**config.mk**
```make
export PLATFORM = sky130hd
export DESIGN_NAME = dbg_run_control
export DESIGN_NICKNAME = d
export VERILOG_FILES = /design/src/dbg_ctrl_pkg.sv /design/src/dbg_run_control.sv
export SDC_FILE = /design/constraint.sdc
export NUM_CORES = 1
export LEC_CHECK = 0
export ABC_AREA = 1
export BUFFER_PORTS_ARGS = -buffer_cell sky130_fd_sc_hd__buf_2
export CORE_MARGIN = 2
export CORE_UTILIZATION = 54
export CTS_CLUSTER_DIAMETER = 30
export DETAILED_ROUTE_END_ITERATION = 10
export GPL_TIMING_DRIVEN = 0
export PLACE_DENSITY = 0.93
export SLEW_MARGIN = 10
export SYNTH_ARGS = -nofsm -noshare
export SYNTH_HDL_FRONTEND = slang
export SYNTH_SLANG_ARGS = --single-unit
```
**constraint.sdc**
```tcl
create_clock -name clock -period 2.1 [get_ports clock]
set_clock_uncertainty 0.1 [all_clocks]
set_input_delay 0.42 -clock clock [delete_from_list [all_inputs] [get_ports clock]]
set_output_delay 0.42 -clock clock [all_outputs]
set_load 0.02 [all_outputs]
```
**src/dbg_ctrl_pkg.sv**
```systemverilog
/*
 debug run control package: register offsets, control field positions,
 reset values and the carrier structs shared by the run control block.
 assumes an 8-bit register port with one-cycle read latency.
*/
package dbg_ctrl_pkg;

	localparam int unsigned addr_w = 2;
	localparam logic [1:0] ctrl_offset   = 2'h0;
	localparam logic [1:0] status_offset = 2'h1;

	localparam int unsigned bit_enable   = 7;
	localparam int unsigned bit_arm      = 6;
	localparam int unsigned bit_tag      = 5;
	localparam int unsigned bit_brk      = 4;
	localparam int unsigned bit_rw_a     = 3;
	localparam int unsigned bit_rw_a_en  = 2;
	localparam int unsigned bit_rw_b     = 1;
	localparam int unsigned bit_rw_b_en  = 0;

	localparam logic [7:0] ctrl_reset   = 8'h00;
	localparam logic [3:0] count_reset  = 4'h0;

	typedef struct packed {
		logic debug_module_enable;
		logic arm;
		logic tag_select;
		logic break_request_enable;
		logic cycle_type_a;
		logic cycle_qualify_a_enable;
		logic cycle_type_b;
		logic cycle_qualify_b_enable;
	} ctrl_t;

	typedef struct packed {
		logic a_hit;     // raw comparator a address match
		logic b_hit;     // raw comparator b address match
		logic is_read;   // bus cycle is a read
		logic store;     // trace word stored this cycle
	} bus_event_t;

	typedef struct packed {
		logic tag_req;
		logic force_req;
	} brk_req_t;

endpackage

```
**src/dbg_run_control.sv**
```systemverilog
/*
 debug run control: control register, run state, comparator cycle-type
 qualification and cpu break requests (tag or force).
 assumes trigger decoding is done outside and presented as trigger_hit;
 trace fifo lives outside and reports stores via bus_event.
*/
`timescale 1ns/1ps
`default_nettype none
module dbg_run_control
	import dbg_ctrl_pkg::*;
#(
	parameter int unsigned fifo_depth = 8
) (
	input  wire logic                 clock,          // bus clock
	input  wire logic                 nrst,           // async reset, low
	input  wire logic [addr_w-1:0]    addr,           // register address
	input  wire logic [7:0]           wdata,          // write data
	input  wire logic                 wr,             // write strobe
	input  wire logic                 rd,             // read strobe
	output logic      [7:0]           rdata,          // read data, next cycle
	input  wire logic                 secured,        // device secured
	input  wire logic                 begin_trace,    // 1 begin, 0 end run
	input  wire dbg_ctrl_pkg::bus_event_t bus_event,  // comparator and fifo
	input  wire logic                 trigger_hit,    // trigger condition met
	output logic                      armed,          // compare and store on
	output logic                      match_a,        // qualified a match
	output logic                      match_b,        // qualified b match
	output logic                      run_active_flag,// run in progress
	output dbg_ctrl_pkg::brk_req_t    brk_req         // cpu break request
);
	import dbg_ctrl_pkg::*;

	localparam int unsigned cnt_w = $clog2(fifo_depth + 1);

	ctrl_t              ctrl, next_ctrl;
	logic               run, next_run;
	logic               flag_a, next_flag_a;
	logic               flag_b, next_flag_b;
	logic [cnt_w-1:0]   count, next_count;
	logic [7:0]         next_rdata;
	logic               next_match_a, next_match_b;
	brk_req_t           next_brk;
	logic               fifo_full_now, done, brk_fire;
	logic               ctrl_write;

	// one decode for the control write, shared by logic and checks
	assign ctrl_write = wr && (addr == ctrl_offset);

	// qualify a raw comparator hit by bus cycle type
	function automatic logic qualify(input logic hit, input logic en,
		input logic want_read, input logic is_read);
		qualify = hit && (!en || (want_read == is_read));
	endfunction

	always_comb begin
		next_match_a = run && qualify(bus_event.a_hit,
			ctrl.cycle_qualify_a_enable, ctrl.cycle_type_a,
			bus_event.is_read);
		next_match_b = run && qualify(bus_event.b_hit,
			ctrl.cycle_qualify_b_enable, ctrl.cycle_type_b,
			bus_event.is_read);
	end

	always_ff @(posedge clock or negedge nrst) begin
		if (!nrst) begin
			match_a <= 1'b0;
			match_b <= 1'b0;
		end else begin
			match_a <= next_match_a;
			match_b <= next_match_b;
		end
	end

	// store counting continues regardless of break enable
	assign fifo_full_now = run && bus_event.store &&
		(count == cnt_w'(fifo_depth - 1));
	// break timing independent of opcode qualification
	assign done = begin_trace ? fifo_full_now
		: (run && trigger_hit);
	assign brk_fire = done && ctrl.break_request_enable;

	always_comb begin
		next_ctrl  = ctrl;
		next_run   = run;
		next_flag_a = flag_a || (run && next_match_a);
		next_flag_b = flag_b || (run && next_match_b);
		next_count = count;
		if (run && bus_event.store && count != cnt_w'(fifo_depth))
			next_count = count + cnt_w'(1);
		if (done) begin
			next_ctrl.arm = 1'b0;
			next_run = 1'b0;
		end
		if (ctrl_write) begin
			next_ctrl = ctrl_t'(wdata);
			// a secured part may clear the enable but never set it
			if (secured)
				next_ctrl.debug_module_enable =
					ctrl.debug_module_enable && wdata[bit_enable];
			if (!wdata[bit_arm] || !next_ctrl.debug_module_enable) begin
				next_ctrl.arm = 1'b0;
				next_run = 1'b0;
			end else begin
				next_run = 1'b1;
				next_flag_a = 1'b0;
				next_flag_b = 1'b0;
				next_count = '0;
			end
		end
	end

	always_comb begin
		next_rdata = 8'h00;
		if (rd) begin
			unique case (addr)
				ctrl_offset:   next_rdata = ctrl;
				status_offset: next_rdata = {flag_a, flag_b, run, 1'b0,
					4'(count)};
				default:       next_rdata = 8'h00;
			endcase
		end
		next_brk = '0;
		if (brk_fire) begin
			next_brk.tag_req   = ctrl.tag_select;
			next_brk.force_req = !ctrl.tag_select;
		end
	end

	always_ff @(posedge clock or negedge nrst) begin
		if (!nrst) begin
			ctrl            <= ctrl_t'(ctrl_reset);
			run             <= 1'b0;
			flag_a          <= 1'b0;
			flag_b          <= 1'b0;
			count           <= '0;
			rdata           <= 8'h00;
			brk_req         <= '0;
			armed           <= 1'b0;
			run_active_flag <= 1'b0;
		end else begin
			ctrl            <= next_ctrl;
			run             <= next_run;
			flag_a          <= next_flag_a;
			flag_b          <= next_flag_b;
			count           <= next_count;
			rdata           <= next_rdata;
			brk_req         <= next_brk;
			armed           <= next_ctrl.arm;
			run_active_flag <= next_run;
		end
	end

	// security and enable
	secure_block_a: assert property (
		@(posedge clock) disable iff (!nrst)
		(secured && !ctrl.debug_module_enable)
		|=> !ctrl.debug_module_enable)
		else $error("enable set while secured");
	secure_keep_a: assert property (
		@(posedge clock) disable iff (!nrst)
		(ctrl_write && !secured)
		|=> ctrl.debug_module_enable == $past(wdata[bit_enable]))
		else $error("enable write lost");
	stop_enable_a: assert property (
		@(posedge clock) disable iff (!nrst)
		(ctrl_write && !wdata[bit_enable]) |=> !run)
		else $error("enable clear left run going");

	// run start, stop and completion; a write wins over completion
	arm_sets_run_a: assert property (
		@(posedge clock) disable iff (!nrst)
		(ctrl_write && wdata[bit_arm] && wdata[bit_enable] && !secured)
		|=> (run && ctrl.arm && flag_a == 1'b0))
		else $error("arm write did not start run");
	arm_clears_a: assert property (
		@(posedge clock) disable iff (!nrst)
		(ctrl_write && next_run)
		|=> (!flag_a && !flag_b && count == '0))
		else $error("arming left flags or count");
	stop_write_a: assert property (
		@(posedge clock) disable iff (!nrst)
		(ctrl_write && !wdata[bit_arm]) |=> !run)
		else $error("stop write left run going");
	done_clears_a: assert property (
		@(posedge clock) disable iff (!nrst)
		(done && !ctrl_write) |=> !ctrl.arm)
		else $error("arm not cleared at completion");
	done_stops_a: assert property (
		@(posedge clock) disable iff (!nrst)
		(done && !ctrl_write) |=> (!armed && !run_active_flag))
		else $error("run still flagged after completion");

	// compare and store only while armed; count stops at the depth
	unarmed_quiet_a: assert property (
		@(posedge clock) disable iff (!nrst)
		!run |=> (!match_a && !match_b))
		else $error("match while unarmed");
	store_count_a: assert property (
		@(posedge clock) disable iff (!nrst)
		(run && bus_event.store && !ctrl_write
		&& count != cnt_w'(fifo_depth))
		|=> count == $past(count) + cnt_w'(1))
		else $error("store not counted");
	count_bound_a: assert property (
		@(posedge clock) disable iff (!nrst)
		count <= cnt_w'(fifo_depth))
		else $error("count past fifo depth");

	// break requests: gate, type and timing
	brk_gate_a: assert property (
		@(posedge clock) disable iff (!nrst)
		!ctrl.break_request_enable |=> brk_req == '0)
		else $error("break without break enable");
	tag_no_effect_a: assert property (
		@(posedge clock) disable iff (!nrst)
		(!ctrl.break_request_enable && ctrl.tag_select)
		|=> (!brk_req.tag_req && !brk_req.force_req))
		else $error("tag select acted while breaks off");
	brk_type_a: assert property (
		@(posedge clock) disable iff (!nrst)
		brk_fire |=> (brk_req.tag_req == $past(ctrl.tag_select)
		&& brk_req.force_req != $past(ctrl.tag_select)))
		else $error("break type wrong");
	tag_type_a: assert property (
		@(posedge clock) disable iff (!nrst)
		(done && ctrl.break_request_enable && ctrl.tag_select)
		|=> (brk_req.tag_req && !brk_req.force_req))
		else $error("tag break missing");
	force_type_a: assert property (
		@(posedge clock) disable iff (!nrst)
		(done && ctrl.break_request_enable && !ctrl.tag_select)
		|=> (brk_req.force_req && !brk_req.tag_req))
		else $error("force break missing");
	end_trace_a: assert property (
		@(posedge clock) disable iff (!nrst)
		(run && !begin_trace && trigger_hit
		&& ctrl.break_request_enable && !ctrl_write)
		|=> (brk_req != '0 && !run_active_flag))
		else $error("end trace break missing");
	begin_full_a: assert property (
		@(posedge clock) disable iff (!nrst)
		(run && begin_trace && bus_event.store
		&& ctrl.break_request_enable
		&& count == cnt_w'(fifo_depth - 1)) |=> brk_req != '0)
		else $error("begin trace break missing at full");
	begin_trig_a: assert property (
		@(posedge clock) disable iff (!nrst)
		(run && begin_trace && trigger_hit && !fifo_full_now
		&& !ctrl_write) |=> (brk_req == '0 && run_active_flag))
		else $error("begin trace ended before full");

	// comparator cycle-type qualification
	qual_a_a: assert property (
		@(posedge clock) disable iff (!nrst)
		(run && ctrl.cycle_qualify_a_enable && bus_event.a_hit &&
		bus_event.is_read != ctrl.cycle_type_a) |=> !match_a)
		else $error("comparator a matched wrong cycle");
	any_cycle_a_a: assert property (
		@(posedge clock) disable iff (!nrst)
		(run && !ctrl.cycle_qualify_a_enable && bus_event.a_hit)
		|=> match_a)
		else $error("comparator a hit lost");
	qual_b_a: assert property (
		@(posedge clock) disable iff (!nrst)
		(run && ctrl.cycle_qualify_b_enable && bus_event.b_hit &&
		bus_event.is_read != ctrl.cycle_type_b) |=> !match_b)
		else $error("comparator b matched wrong cycle");
	any_cycle_b_a: assert property (
		@(posedge clock) disable iff (!nrst)
		(run && !ctrl.cycle_qualify_b_enable && bus_event.b_hit)
		|=> match_b)
		else $error("comparator b hit lost");

	// register port: read data stands one cycle, zero otherwise
	read_back_a: assert property (
		@(posedge clock) disable iff (!nrst)
		(rd && addr == ctrl_offset) |=> rdata == $past(ctrl))
		else $error("control readback wrong");
	status_read_a: assert property (
		@(posedge clock) disable iff (!nrst)
		(rd && addr == status_offset) |=> rdata[5] == $past(run))
		else $error("status run bit wrong");
	rdata_idle_a: assert property (
		@(posedge clock) disable iff (!nrst)
		!rd |=> rdata == 8'h00)
		else $error("read data outside read cycle");

	cov_arm_c: cover property (@(posedge clock) disable iff (!nrst)
		!run ##1 run);
	cov_tag_c: cover property (@(posedge clock) disable iff (!nrst)
		brk_req.tag_req);
	cov_force_c: cover property (@(posedge clock) disable iff (!nrst)
		brk_req.force_req);
	cov_full_c: cover property (@(posedge clock) disable iff (!nrst)
		begin_trace && fifo_full_now);
	cov_stop_c: cover property (@(posedge clock) disable iff (!nrst)
		run && ctrl_write && !next_run);
endmodule
`default_nettype wire

```
==> results of run 1 <==
-- stage by stage --
stage / area (um2) / cells
floorplan: 1200 / 139
global placement: 1410 / 201
detailed placement: 1410 / 201
CTS: 1450 / 206
global route: 1450 / 206
finish: 1450 / 206
-- where the power goes --
group | switching, W | internal [W] | total [W]
logic | 0.000195 | 0.000115 | 0.000310
clock network | 0.000158 | 0.000106 | 0.000265
registers | 0.0000786 | 0.000584 | 0.000663
total | 0.000432 | 0.000805 | 0.00124
-- critical path, stage by stage (launching register included) --
cell	delay, ns
sky130_fd_sc_hd__dfrtp_1	0.57
sky130_fd_sc_hd__buf_4	0.17
sky130_fd_sc_hd__buf_2	0.15
-- final timing paths --
check | startpoint | end | slack [ns]
worst max-delay path | ctrl[6] | run_active_flag | 0.36
worst min-delay path | wdata[2] | ctrl[2] | 0.21
worst max register to register | count[0] | count[0] | 0.67
worst min register to register | ctrl[5] | brk_req[0] | 0.37
max in group asynchronous | nrst | ctrl[0] | 1.06
min in group asynchronous | nrst | ctrl[7] | 0.48
-- cell usage in the layout (no fill, tap or decap) --
cell type,count
sky130_fd_sc_hd__o21ai_0,5
sky130_fd_sc_hd__inv_1,20
sky130_fd_sc_hd__nand3b_4,1
sky130_fd_sc_hd__a21oi_2,2
sky130_fd_sc_hd__nand2_4,1
sky130_fd_sc_hd__nand3_1,14
sky130_fd_sc_hd__inv_4,1
sky130_fd_sc_hd__nand2_2,3
sky130_fd_sc_hd__nand4_1,2
sky130_fd_sc_hd__dfrtp_1,26
sky130_fd_sc_hd__nand3b_1,1
sky130_fd_sc_hd__buf_4,1
sky130_fd_sc_hd__nand2_1,34
sky130_fd_sc_hd__buf_6,1
sky130_fd_sc_hd__nor2_1,13
sky130_fd_sc_hd__dlygate4sd3_1,1
sky130_fd_sc_hd__o21ai_1,1
sky130_fd_sc_hd__nor2_4,1
sky130_fd_sc_hd__clkbuf_4,3
sky130_fd_sc_hd__ha_1,2
sky130_fd_sc_hd__clkbuf_8,1
sky130_fd_sc_hd__nor2_2,1
sky130_fd_sc_hd__buf_2,34
sky130_fd_sc_hd__a21oi_1,9
-- metal layers --
metal	vias to the layer above	GRT usage [%]
met1	499	26.9
li1	514	-
met3	7	2.05
met4	0	16.7
met5	-	0
met2	40	46.3
-- cell type report --
| type | count | area share (%) |
|---|---|---|
| flip-flops and latches | 26 | 44.8 |
| clock buffers | 4 | 2.50 |
| plain buffers | 2 | 1.29 |
| repair buffers | 35 | 12.4 |
| inverters | 21 | 5.59 |
| well taps | 28 | 2.41 |
| multi-input cells | 90 | 31.1 |
-- sequential cells by signal, summed over array words and instances, names as in the netlist --
name     count
ctrl         8
rdata        8
count        4
brk_req      2
flag_a       1
flag_b       1
match_a      1
match_b      1
-- logic make-up after synthesis --
group / after synthesis / synth area share, %
DFF: 26 / 54.1
AOI/OAI and AO/OA: 17 / 7.70
adders and majority gates: 2 / 2.08
buffers and inverters: 23 / 8.32
and+or+nand+nor: 71 / 27.8
-- what timing repair did --
action	CTS	global route
hold buffers	1	0
endpoints found under the setup margin	0	0
endpoints found under the hold margin	26	0
==> qor.txt, run 1 <==
DRT
------------------------------------------------------------------------------
Routed length on met1 ...........................................      1030 um
Highest metal used ..............................................         met4
Number of iterations in the first detailed-routing pass .........            4
Detailed-route via count ........................................         1060
Count of nets left with antenna violations after detail routing .            0
Routed length on met2 ...........................................      1500 um
DRC violations left .............................................            0
Final WL ........................................................      2770 um
Detailed-routed wire length on met3 .............................       138 um
Average wire length per cell after detail routing ...............      13.4 um
Initial drt markers .............................................           15
Vias per Instance ...............................................         5.15

TIMING
------------------------------------------------------------------------------
Smallest hold slack .............................................     0.212 ns
Rel. slew slack .................................................        63.1%
Slew at the pin closest to its max-slew limit ...................     0.554 ns
Final setup violation count .....................................            0
RSZ-0062 raised after global routing ............................        false
Final sum of negative setup slack ...............................         0 ns
Final critical-path setup slack .................................     0.356 ns
Minimum period implied by the final worst setup slack ...........      1.74 ns
Endpoints failing hold ..........................................            0
FMAX ............................................................    0.573 GHz
Final Max Slew Viols ............................................            0
Final Cycle Share ...............................................        83.0%

SYNTHESIS
------------------------------------------------------------------------------
Async SR Flop Fraction ..........................................         100%
Avg Inst Size Synth .............................................     8.65 um2
EDFF count, synth ...............................................            0
Largest cells by area after synthesis ........................... sky130_fd_sc_hd__dfrtp_1 54%, sky130_fd_sc_hd__nand2_1 11%, sky130_fd_sc_hd__inv_1 6.2%
YS warnings .....................................................            0
Seq cells post-synth ............................................           26
Cell with the most instances after synthesis .................... sky130_fd_sc_hd__nand2_1
Syn_nets ........................................................          162
Post-synth top flop ............................................. sky130_fd_sc_hd__dfrtp_1
Leading area contributor after synthesis ........................ sky130_fd_sc_hd__dfrtp_1
Top-area cell type share of the netlist area ....................        54.1%
Most numerous cell types in the synthesized netlist ............. 34 x sky130_fd_sc_hd__nand2_1, 26 x sky130_fd_sc_hd__dfrtp_1, 20 x sky130_fd_sc_hd__inv_1
Number of distinct library cells after synthesis ................           20
Register area share after synthesis .............................        54.1%
Cell area after synthesis .......................................     1200 um2
Mapped Cells ....................................................          139

GLOBAL ROUTING
------------------------------------------------------------------------------
Maximum number of pins on one net before global-route repair ....           27
Initial antenna violation count .................................            0
Global route total overflow .....................................            0
Vias in the first global route ..................................         1127
Total GRT Usage .................................................        25.1%
Global-route wire length before repair ..........................      4710 um

FINAL LAYOUT
------------------------------------------------------------------------------
Share of cells above drive strength 1 ...........................        28.1%
Number of nets in the finished design ...........................          202
Multi-input gate area in the final layout .......................      452 um2
Synthesis-to-finish area growth .................................        20.9%
Core occupancy in the finished layout ...........................        67.7%
Diode insertion count for antenna repair ........................            0
Fillcell total ..................................................          165
Register Area ...................................................      651 um2

FLOORPLANNING
------------------------------------------------------------------------------
Floorplan row count .............................................           17
Chip Width ......................................................      51.2 um
Number of primary I/O pins ......................................           35
Die area ........................................................     2620 um2
Die height ......................................................      51.2 um
Initial standard-cell utilization of the core ...................        56.0%
Core outline area ...............................................     2150 um2

PWR
------------------------------------------------------------------------------
Areal power density over the cells ..............................   851 nW/um2
Static Leak .....................................................     0.854 nW
Max IR drop VDD .................................................     0.438 mV
Overall Power ...................................................    0.00124 W

CLOCKING
------------------------------------------------------------------------------
Insertion delay to the later sink of the worst-skew pair ........      0.34 ns
Number of buffers created by CTS ................................            3
Root Buffer Master .............................................. sky130_fd_sc_hd__clkbuf_4
Clk sinks .......................................................           26
CTS clock-pin slew for the worst setup and hold paths ...........      0.15 ns
Clock tree from TritonCTS .......................................        built
Gates resized, CTS repair .......................................            0
Maximum root-to-sink buffer count ...............................            2
Post CTS Setup Buffer Count .....................................            0
CTS H-tree lvls .................................................            1

CRITICAL PATH
------------------------------------------------------------------------------
Maximum fanout count along the critical path ....................            9
Startpoint-to-endpoint class of the critical path ...............   reg -> out
Crit path required time .........................................      1.58 ns
Category of the worst setup path launch point ...................    flip-flop
Depth of the worst register-to-register path ....................            6
Crit. End Element ............................................... primary output
Endpoint arrival time on the critical path ......................      1.22 ns

WORST HOLD PATH
------------------------------------------------------------------------------
Number of stages on the worst hold path .........................            3
Type of the most critical hold path .............................    in -> reg

STATUS
------------------------------------------------------------------------------
Status .......................................................... finished clean

PLACE
------------------------------------------------------------------------------
Quantity of I/O buffers inserted on ports .......................           34
Estimated wirelength of the detail-placed design ................      2120 um
Gpl congestion ..................................................        0.794
Pre-CTS WS ......................................................     0.674 ns

RUN
------------------------------------------------------------------------------
Max-cap violation count .........................................            0

Note: power is estimated with default switching activity, not from simulation.
==> inputs of run 2 (changes only) <==
--- a/config.mk
+++ b/config.mk
@@ -8,11 +8,11 @@
 export ABC_AREA = 1
 export BUFFER_PORTS_ARGS = -buffer_cell sky130_fd_sc_hd__buf_2
 export CORE_MARGIN = 2
-export CORE_UTILIZATION = 54
+export CORE_UTILIZATION = 50
 export CTS_CLUSTER_DIAMETER = 30
 export DETAILED_ROUTE_END_ITERATION = 10
 export GPL_TIMING_DRIVEN = 0
-export PLACE_DENSITY = 0.93
+export PLACE_DENSITY = 0.87
 export SLEW_MARGIN = 10
 export SYNTH_ARGS = -nofsm -noshare
 export SYNTH_HDL_FRONTEND = slang
==> constraint.sdc (replaced) <==
create_clock -name clock -period 1.7 [get_ports clock]
set_clock_uncertainty 0.1 [all_clocks]
set_input_delay 0.34 -clock clock [delete_from_list [all_inputs] [get_ports clock]]
set_output_delay 0.34 -clock clock [all_outputs]
set_load 0.02 [all_outputs]
==> qor.txt, run 2 (synthesized netlist as in run 1, its figures left out) <==
STATUS
------------------------------------------------------------------------------
Status .......................................................... finished clean   unchanged

CRITICAL PATH
------------------------------------------------------------------------------
Cell family contributing the most delay on the critical path ....   flip-flops   unchanged
CP Launch Point .................................................      ctrl[6]   unchanged
Origin of the critical flop-to-flop path ........................     count[0]   unchanged
Startpoint-to-endpoint class of the critical path ...............   reg -> out   unchanged
Cell type of the slowest stage on the worst timing path ......... sky130_fd_sc_hd__dfrtp_1   unchanged
Maximum fanout count along the critical path ....................            9   unchanged
Endpoint arrival time on the critical path ......................      1.19 ns   was 1.22 ns
Worst R2R Setup Slack ...........................................      0.25 ns   was 0.67 ns
Crit. End Element ............................................... primary output   unchanged
Crit path required time .........................................      1.26 ns   was 1.58 ns
Category of the worst setup path launch point ...................    flip-flop   unchanged
Count of buffer and inverter cells on the critical path .........            2   unchanged
Critical-path cell list ......................................... buf_4 > buf_2   unchanged
Largest stage delay on the critical path ........................      0.55 ns   was 0.57 ns

PLACE
------------------------------------------------------------------------------
Estimated wirelength of the detail-placed design ................      2020 um   was 2120 um
Quantity of I/O buffers inserted on ports .......................           34   unchanged
Gpl congestion ..................................................        0.797   was 0.794

GLOBAL ROUTING
------------------------------------------------------------------------------
Initial antenna violation count .................................            0   unchanged
Global route total overflow .....................................            0   unchanged
Vias in the first global route ..................................         1037   was 1127
Global-route wire length before repair ..........................      4480 um   was 4710 um
Total GRT Usage .................................................        22.6%   was 25.1%
Maximum number of pins on one net before global-route repair ....           27   unchanged

FLOORPLANNING
------------------------------------------------------------------------------
Core outline area ...............................................     2230 um2   was 2150 um2
Floorplan row count .............................................           17   unchanged
Die height ......................................................      53.0 um   was 51.2 um
Chip Width ......................................................      53.0 um   was 51.2 um
Die area ........................................................     2810 um2   was 2620 um2
Initial standard-cell utilization of the core ...................        53.8%   was 56.0%
Number of primary I/O pins ......................................           35   unchanged

DRT
------------------------------------------------------------------------------
DRC violations left .............................................            0   unchanged
Vias per Instance ...............................................         5.11   was 5.15
Number of iterations in the first detailed-routing pass .........            4   unchanged
Count of nets left with antenna violations after detail routing .            0   unchanged
Detailed-route via count ........................................         1053   was 1060
Average wire length per cell after detail routing ...............      12.7 um   was 13.4 um
Initial drt markers .............................................           36   was 15
Final WL ........................................................      2610 um   was 2770 um

TIMING
------------------------------------------------------------------------------
Smallest hold slack .............................................     0.135 ns   was 0.212 ns
Slew at the pin closest to its max-slew limit ...................     0.569 ns   was 0.554 ns
Final Cycle Share ...............................................        95.8%
Minimum period implied by the final worst setup slack ...........      1.63 ns
Endpoints failing hold ..........................................            0   unchanged
RSZ-0062 raised after global routing ............................        false   unchanged
Rel. slew slack .................................................        62.1%   was 63.1%
FMAX ............................................................    0.614 GHz
Final setup violation count .....................................            0   unchanged
Final sum of negative setup slack ...............................         0 ns   unchanged
Final Max Slew Viols ............................................            0   unchanged

RUN
------------------------------------------------------------------------------
Max-cap violation count .........................................            0   unchanged

CLOCKING
------------------------------------------------------------------------------
CTS H-tree lvls .................................................            1   unchanged
CTS clock-pin slew for the worst setup and hold paths ...........      0.13 ns   was 0.15 ns
Clock tree from TritonCTS .......................................        built   unchanged
Root Buffer Master .............................................. sky130_fd_sc_hd__clkbuf_4   unchanged
Insertion delay to the later sink of the worst-skew pair ........      0.33 ns   was 0.34 ns
Gates resized, CTS repair .......................................            0   unchanged
Clk sinks .......................................................           26   unchanged
Post-cts hold buffer count ......................................            1   unchanged
Maximum root-to-sink buffer count ...............................            2   unchanged
Number of buffers created by CTS ................................            3   unchanged
Post CTS Setup Buffer Count .....................................            0   unchanged

PWR
------------------------------------------------------------------------------
Areal power density over the cells ..............................  1040 nW/um2   was 851 nW/um2
Static Leak .....................................................     0.854 nW   unchanged
Max IR drop VDD .................................................     0.905 mV   was 0.438 mV

FINAL LAYOUT
------------------------------------------------------------------------------
Synthesis-to-finish area growth .................................        20.9%   unchanged
Number of nets in the finished design ...........................          202   unchanged
Diode insertion count for antenna repair ........................            0   unchanged
Share of cells above drive strength 1 ...........................        28.1%   unchanged
Regs by FF count ................................................ ctrl x8, rdata x8, count x4   unchanged
Commonest cells after routing, fill and taps aside .............. 34 x sky130_fd_sc_hd__nand2_1, 34 x sky130_fd_sc_hd__buf_2, 26 x sky130_fd_sc_hd__dfrtp_1   unchanged

WORST HOLD PATH
------------------------------------------------------------------------------
Type of the most critical hold path .............................    in -> reg   unchanged
Startpoint of the worst hold path ...............................     wdata[0]   was wdata[2]

==> run 2: cell counts in the layout (fill, tap and decap cells not counted) <==
Identical to the previous run, type by type.
==> run 2: stage by stage <==
stage	worst slack, ns	area (um2)	power (W)	instances	util, %
after floorplan	0.475	1200	0.00106	139	-
after global placement	0.362	1410	0.00117	201	63.0
after detailed placement	0.307	1410	0.00121	201	63.0
after CTS	0.0641	1450	0.00152	206	65.1
after global routing	0.000601	1450	0.00162	206	65.1
final	0.0716	1450	0.00151	206	65.1
==> run 2: path summary, 6_finish.rpt <==
kind | to | cells past startpoint
max in group asynchronous | brk_req[1] | 2
worst max-delay path | run_active_flag | 2
worst min register to register | brk_req[0] | 1
worst max register to register | count[1] | 6
worst min-delay path | ctrl[0] | 3
min in group asynchronous | rdata[1] | 2
==> run 2: cell type report <==
cell class / count / area, um2
fillers: 197 / 779
flip-flops and latches: 26 / 651
multi-input cells: 90 / 452
repair buffers: 35 / 180
inverters: 21 / 81.3
clock buffers: 4 / 36.3
well taps: 28 / 35.0
plain buffers: 2 / 18.8
==> run 2: layer usage <==
layer | GRT usage, % | vias up | wire (um)
met2 | 41.7 | 34 | 1400
li1 | - | 516 | -
met5 | 0 | - | 0
met1 | 25.2 | 496 | 1030
met4 | 6.84 | 0 | 39
met3 | 5.65 | 7 | 140
==> run 2: where the power goes <==
part | switching (W) | internal [W]
Sequential | 0.0000904 | 0.000721
Clock | 0.000185 | 0.000131
Combinational | 0.000241 | 0.000144
Total | 0.000517 | 0.000997
==> run 2: worst register-to-register path, cell delays in order (launching register included) <==
cell	delay (ns)
sky130_fd_sc_hd__dfrtp_1	0.45
sky130_fd_sc_hd__inv_1	0.13
sky130_fd_sc_hd__ha_1	0.19
sky130_fd_sc_hd__nand3_1	0.20
sky130_fd_sc_hd__nand2_1	0.14
sky130_fd_sc_hd__nand2_1	0.05
sky130_fd_sc_hd__a21oi_1	0.12
==> inputs of run 3 (changes only) <==
==> constraint.sdc (replaced) <==
create_clock -name clock -period 1.7 [get_ports clock]
set_clock_uncertainty 0.1 [all_clocks]
set_input_delay 0 -clock clock [delete_from_list [all_inputs] [get_ports clock]]
set_output_delay 0 -clock clock [all_outputs]
set_load 0.02 [all_outputs]
==> qor.txt, run 3 (synthesized netlist as in run 1, its figures left out) <==
FINAL LAYOUT
------------------------------------------------------------------------------
Regs by FF count ................................................ ctrl x8, rdata x8, count x4   unchanged
Share of cells above drive strength 1 ...........................        25.2%   was 28.1%
Number of nets in the finished design ...........................          230   was 202
Synthesis-to-finish area growth .................................        44.7%   was 20.9%
Commonest cells after routing, fill and taps aside .............. 34 x sky130_fd_sc_hd__nand2_1, 34 x sky130_fd_sc_hd__buf_2, 27 x sky130_fd_sc_hd__dlygate4sd3_1   was 34 x sky130_fd_sc_hd__nand2_1, 34 x sky130_fd_sc_hd__buf_2, 26 x sky130_fd_sc_hd__dfrtp_1
Diode insertion count for antenna repair ........................            0   unchanged

TIMING
------------------------------------------------------------------------------
Endpoints failing hold ..........................................            0   unchanged
Final sum of negative setup slack ...............................         0 ns   unchanged
Slew at the pin closest to its max-slew limit ...................     0.588 ns   was 0.569 ns
Final Max Slew Viols ............................................            0   unchanged
Rel. slew slack .................................................        60.8%   was 62.1%
FMAX ............................................................    0.609 GHz   was 0.614 GHz
RSZ-0062 raised after global routing ............................        false   unchanged
Final critical-path setup slack .................................    0.0586 ns   was 0.0716 ns
Final Cycle Share ...............................................        96.6%   was 95.8%
Minimum period implied by the final worst setup slack ...........      1.64 ns   was 1.63 ns
Final setup violation count .....................................            0   unchanged

FLOORPLANNING
------------------------------------------------------------------------------
Initial standard-cell utilization of the core ...................        53.8%   unchanged
Chip Width ......................................................      53.0 um   unchanged
Floorplan row count .............................................           17   unchanged
Die area ........................................................     2810 um2   unchanged
Number of primary I/O pins ......................................           35   unchanged
Die height ......................................................      53.0 um   unchanged
Core outline area ...............................................     2230 um2   unchanged

RUN
------------------------------------------------------------------------------
Max-cap violation count .........................................            0   unchanged

PWR
------------------------------------------------------------------------------
Max IR drop VDD .................................................     0.730 mV   was 0.905 mV
Static Leak .....................................................     0.979 nW   was 0.854 nW
Areal power density over the cells ..............................   911 nW/um2   was 1040 nW/um2

CRITICAL PATH
------------------------------------------------------------------------------
Cell type of the slowest stage on the worst timing path ......... sky130_fd_sc_hd__dlygate4sd3_1   was sky130_fd_sc_hd__dfrtp_1
Cell family contributing the most delay on the critical path .... buffers and inverters   was flip-flops
Count of buffer and inverter cells on the critical path .........            3   was 2
Most prevalent standard cell on the critical path ............... sky130_fd_sc_hd__dlygate4sd3_1
Startpoint-to-endpoint class of the critical path ...............    in -> reg   was reg -> out
Crit path required time .........................................      1.83 ns   was 1.26 ns
Category of the worst setup path launch point ...................    input pin   was flip-flop
Maximum fanout count along the critical path ....................            7   was 9
Critical-path cell list ......................................... dlygate4sd3_1 > buf_2 > nor2_4 > nand2_4 > nor2_1 > dlygate4sd3_1 > a21oi_2   was buf_4 > buf_2
Endpoint arrival time on the critical path ......................      1.78 ns   was 1.19 ns
Crit. End Element ...............................................    flip-flop   was primary output
Largest stage delay on the critical path ........................      0.60 ns   was 0.55 ns

DRT
------------------------------------------------------------------------------
DRC violations left .............................................            0   unchanged
Average wire length per cell after detail routing ...............      14.3 um   was 12.7 um
Final WL ........................................................      3350 um   was 2610 um
Initial drt markers .............................................           62   was 36
Vias per Instance ...............................................         5.21   was 5.11
Detailed-route via count ........................................         1220   was 1053
Number of iterations in the first detailed-routing pass .........            4   unchanged
Count of nets left with antenna violations after detail routing .            0   unchanged

CLOCKING
------------------------------------------------------------------------------
Number of buffers created by CTS ................................            3   unchanged
Maximum root-to-sink buffer count ...............................            2   unchanged
Clk sinks .......................................................           26   unchanged
CTS clock-pin slew for the worst setup and hold paths ...........      0.14 ns   was 0.13 ns
Root Buffer Master .............................................. sky130_fd_sc_hd__clkbuf_4   unchanged
Clock tree from TritonCTS .......................................        built   unchanged
CTS H-tree lvls .................................................            1   unchanged
Insertion delay to the later sink of the worst-skew pair ........      0.33 ns   about the same

PLACE
------------------------------------------------------------------------------
Estimated wirelength of the detail-placed design ................      2020 um   unchanged
Gpl congestion ..................................................        0.797   unchanged
Pre-CTS WS ......................................................     0.307 ns   unchanged
Quantity of I/O buffers inserted on ports .......................           34   unchanged

GLOBAL ROUTING
------------------------------------------------------------------------------
Global-route wire length before repair ..........................      5580 um   was 4480 um
Total GRT Usage .................................................        27.8%   was 22.6%
Vias in the first global route ..................................         1259   was 1037
Initial antenna violation count .................................            0   unchanged
Global route total overflow .....................................            0   unchanged
Maximum number of pins on one net before global-route repair ....           27   unchanged

STATUS
------------------------------------------------------------------------------
Status .......................................................... finished clean   unchanged

WORST HOLD PATH
------------------------------------------------------------------------------
Type of the most critical hold path .............................    in -> reg   unchanged

==> run 3: cell types whose count changed in the layout (fill, tap and decap cells not counted) <==
cell,previous run,this run
sky130_fd_sc_hd__dlygate4sd3_1,1,27
sky130_fd_sc_hd__nor2_2,1,0
sky130_fd_sc_hd__dfrtp_2,0,1
sky130_fd_sc_hd__buf_4,1,2
sky130_fd_sc_hd__dlymetal6s4s_1,0,1
sky130_fd_sc_hd__dfrtp_1,26,25
sky130_fd_sc_hd__nor2_4,1,2
==> run 3: worst paths after layout <==
kind / end / cells after the start / slack, ns / from
worst min register to register: brk_req[0] / 1 / 0.34 / ctrl[5]
worst min-delay path: ctrl[6] / 5 / 0.01 / begin_trace
min in group asynchronous: count[2] / 2 / 0.09 / nrst
worst max register to register: flag_b / 6 / 0.07 / ctrl[1]
worst max-delay path: ctrl[1] / 7 / 0.06 / addr[1]
max in group asynchronous: ctrl[6] / 2 / 0.98 / nrst
==> run 3: metrics by stage <==
stage               utilization (%)  area, um2  std cells  total power (W)  hold slack (ns)
CTS                            77.2       1720        233          0.00156          0.00936
floorplan                         -       1200        139          0.00106           -0.396
detailed placement             63.0       1410        201          0.00121          -0.0763
global route                   77.9       1740        234          0.00169           0.0233
finish                         77.9       1740        234          0.00159           0.0111
global placement               63.0       1410        201          0.00117          -0.0847
==> run 3: worst register-to-register path, delay by kind of cell, from the launching register on <==
family	cells	cell delay, ns
and+or+nand+nor	3	0.21
buffers and inverters	2	0.70
AOI/OAI and AO/OA	1	0.14
DFF	1	0.43
==> run 3: cell type report <==
cell class,count,area (um2)
flip-flops and latches,26,652
inverters,21,81.3
fillers,147,493
well taps,28,35.0
clock buffers,4,36.3
repair buffers,63,460
multi-input cells,90,457
plain buffers,2,18.8
==> run 3: what timing repair did <==
item | CTS | global route
endpoints found under the setup margin | 0 | 6
hold endpoints to repair | 52 | 0
hold buffers | 28 | 0
resized for setup | 0 | 3
setup buffers | 0 | 1
==> run 3: routing by layer <==
layer,track usage (%),vias up,wire length (um)
met5,0,-,0
met4,12.4,0,108
met3,4.80,12,222
met2,52.3,59,1810
met1,29.9,580,1210
li1,-,569,-
==> run 3: where the power goes <==
part	switching, W	total, W	internal, W	leakage [nW]
Sequential	0.0000941	0.000816	0.000722	0.327
Combinational	0.000268	0.000456	0.000188	0.630
Clock	0.000182	0.000313	0.000131	0.0210
Total	0.000545	0.00159	0.00104	0.979
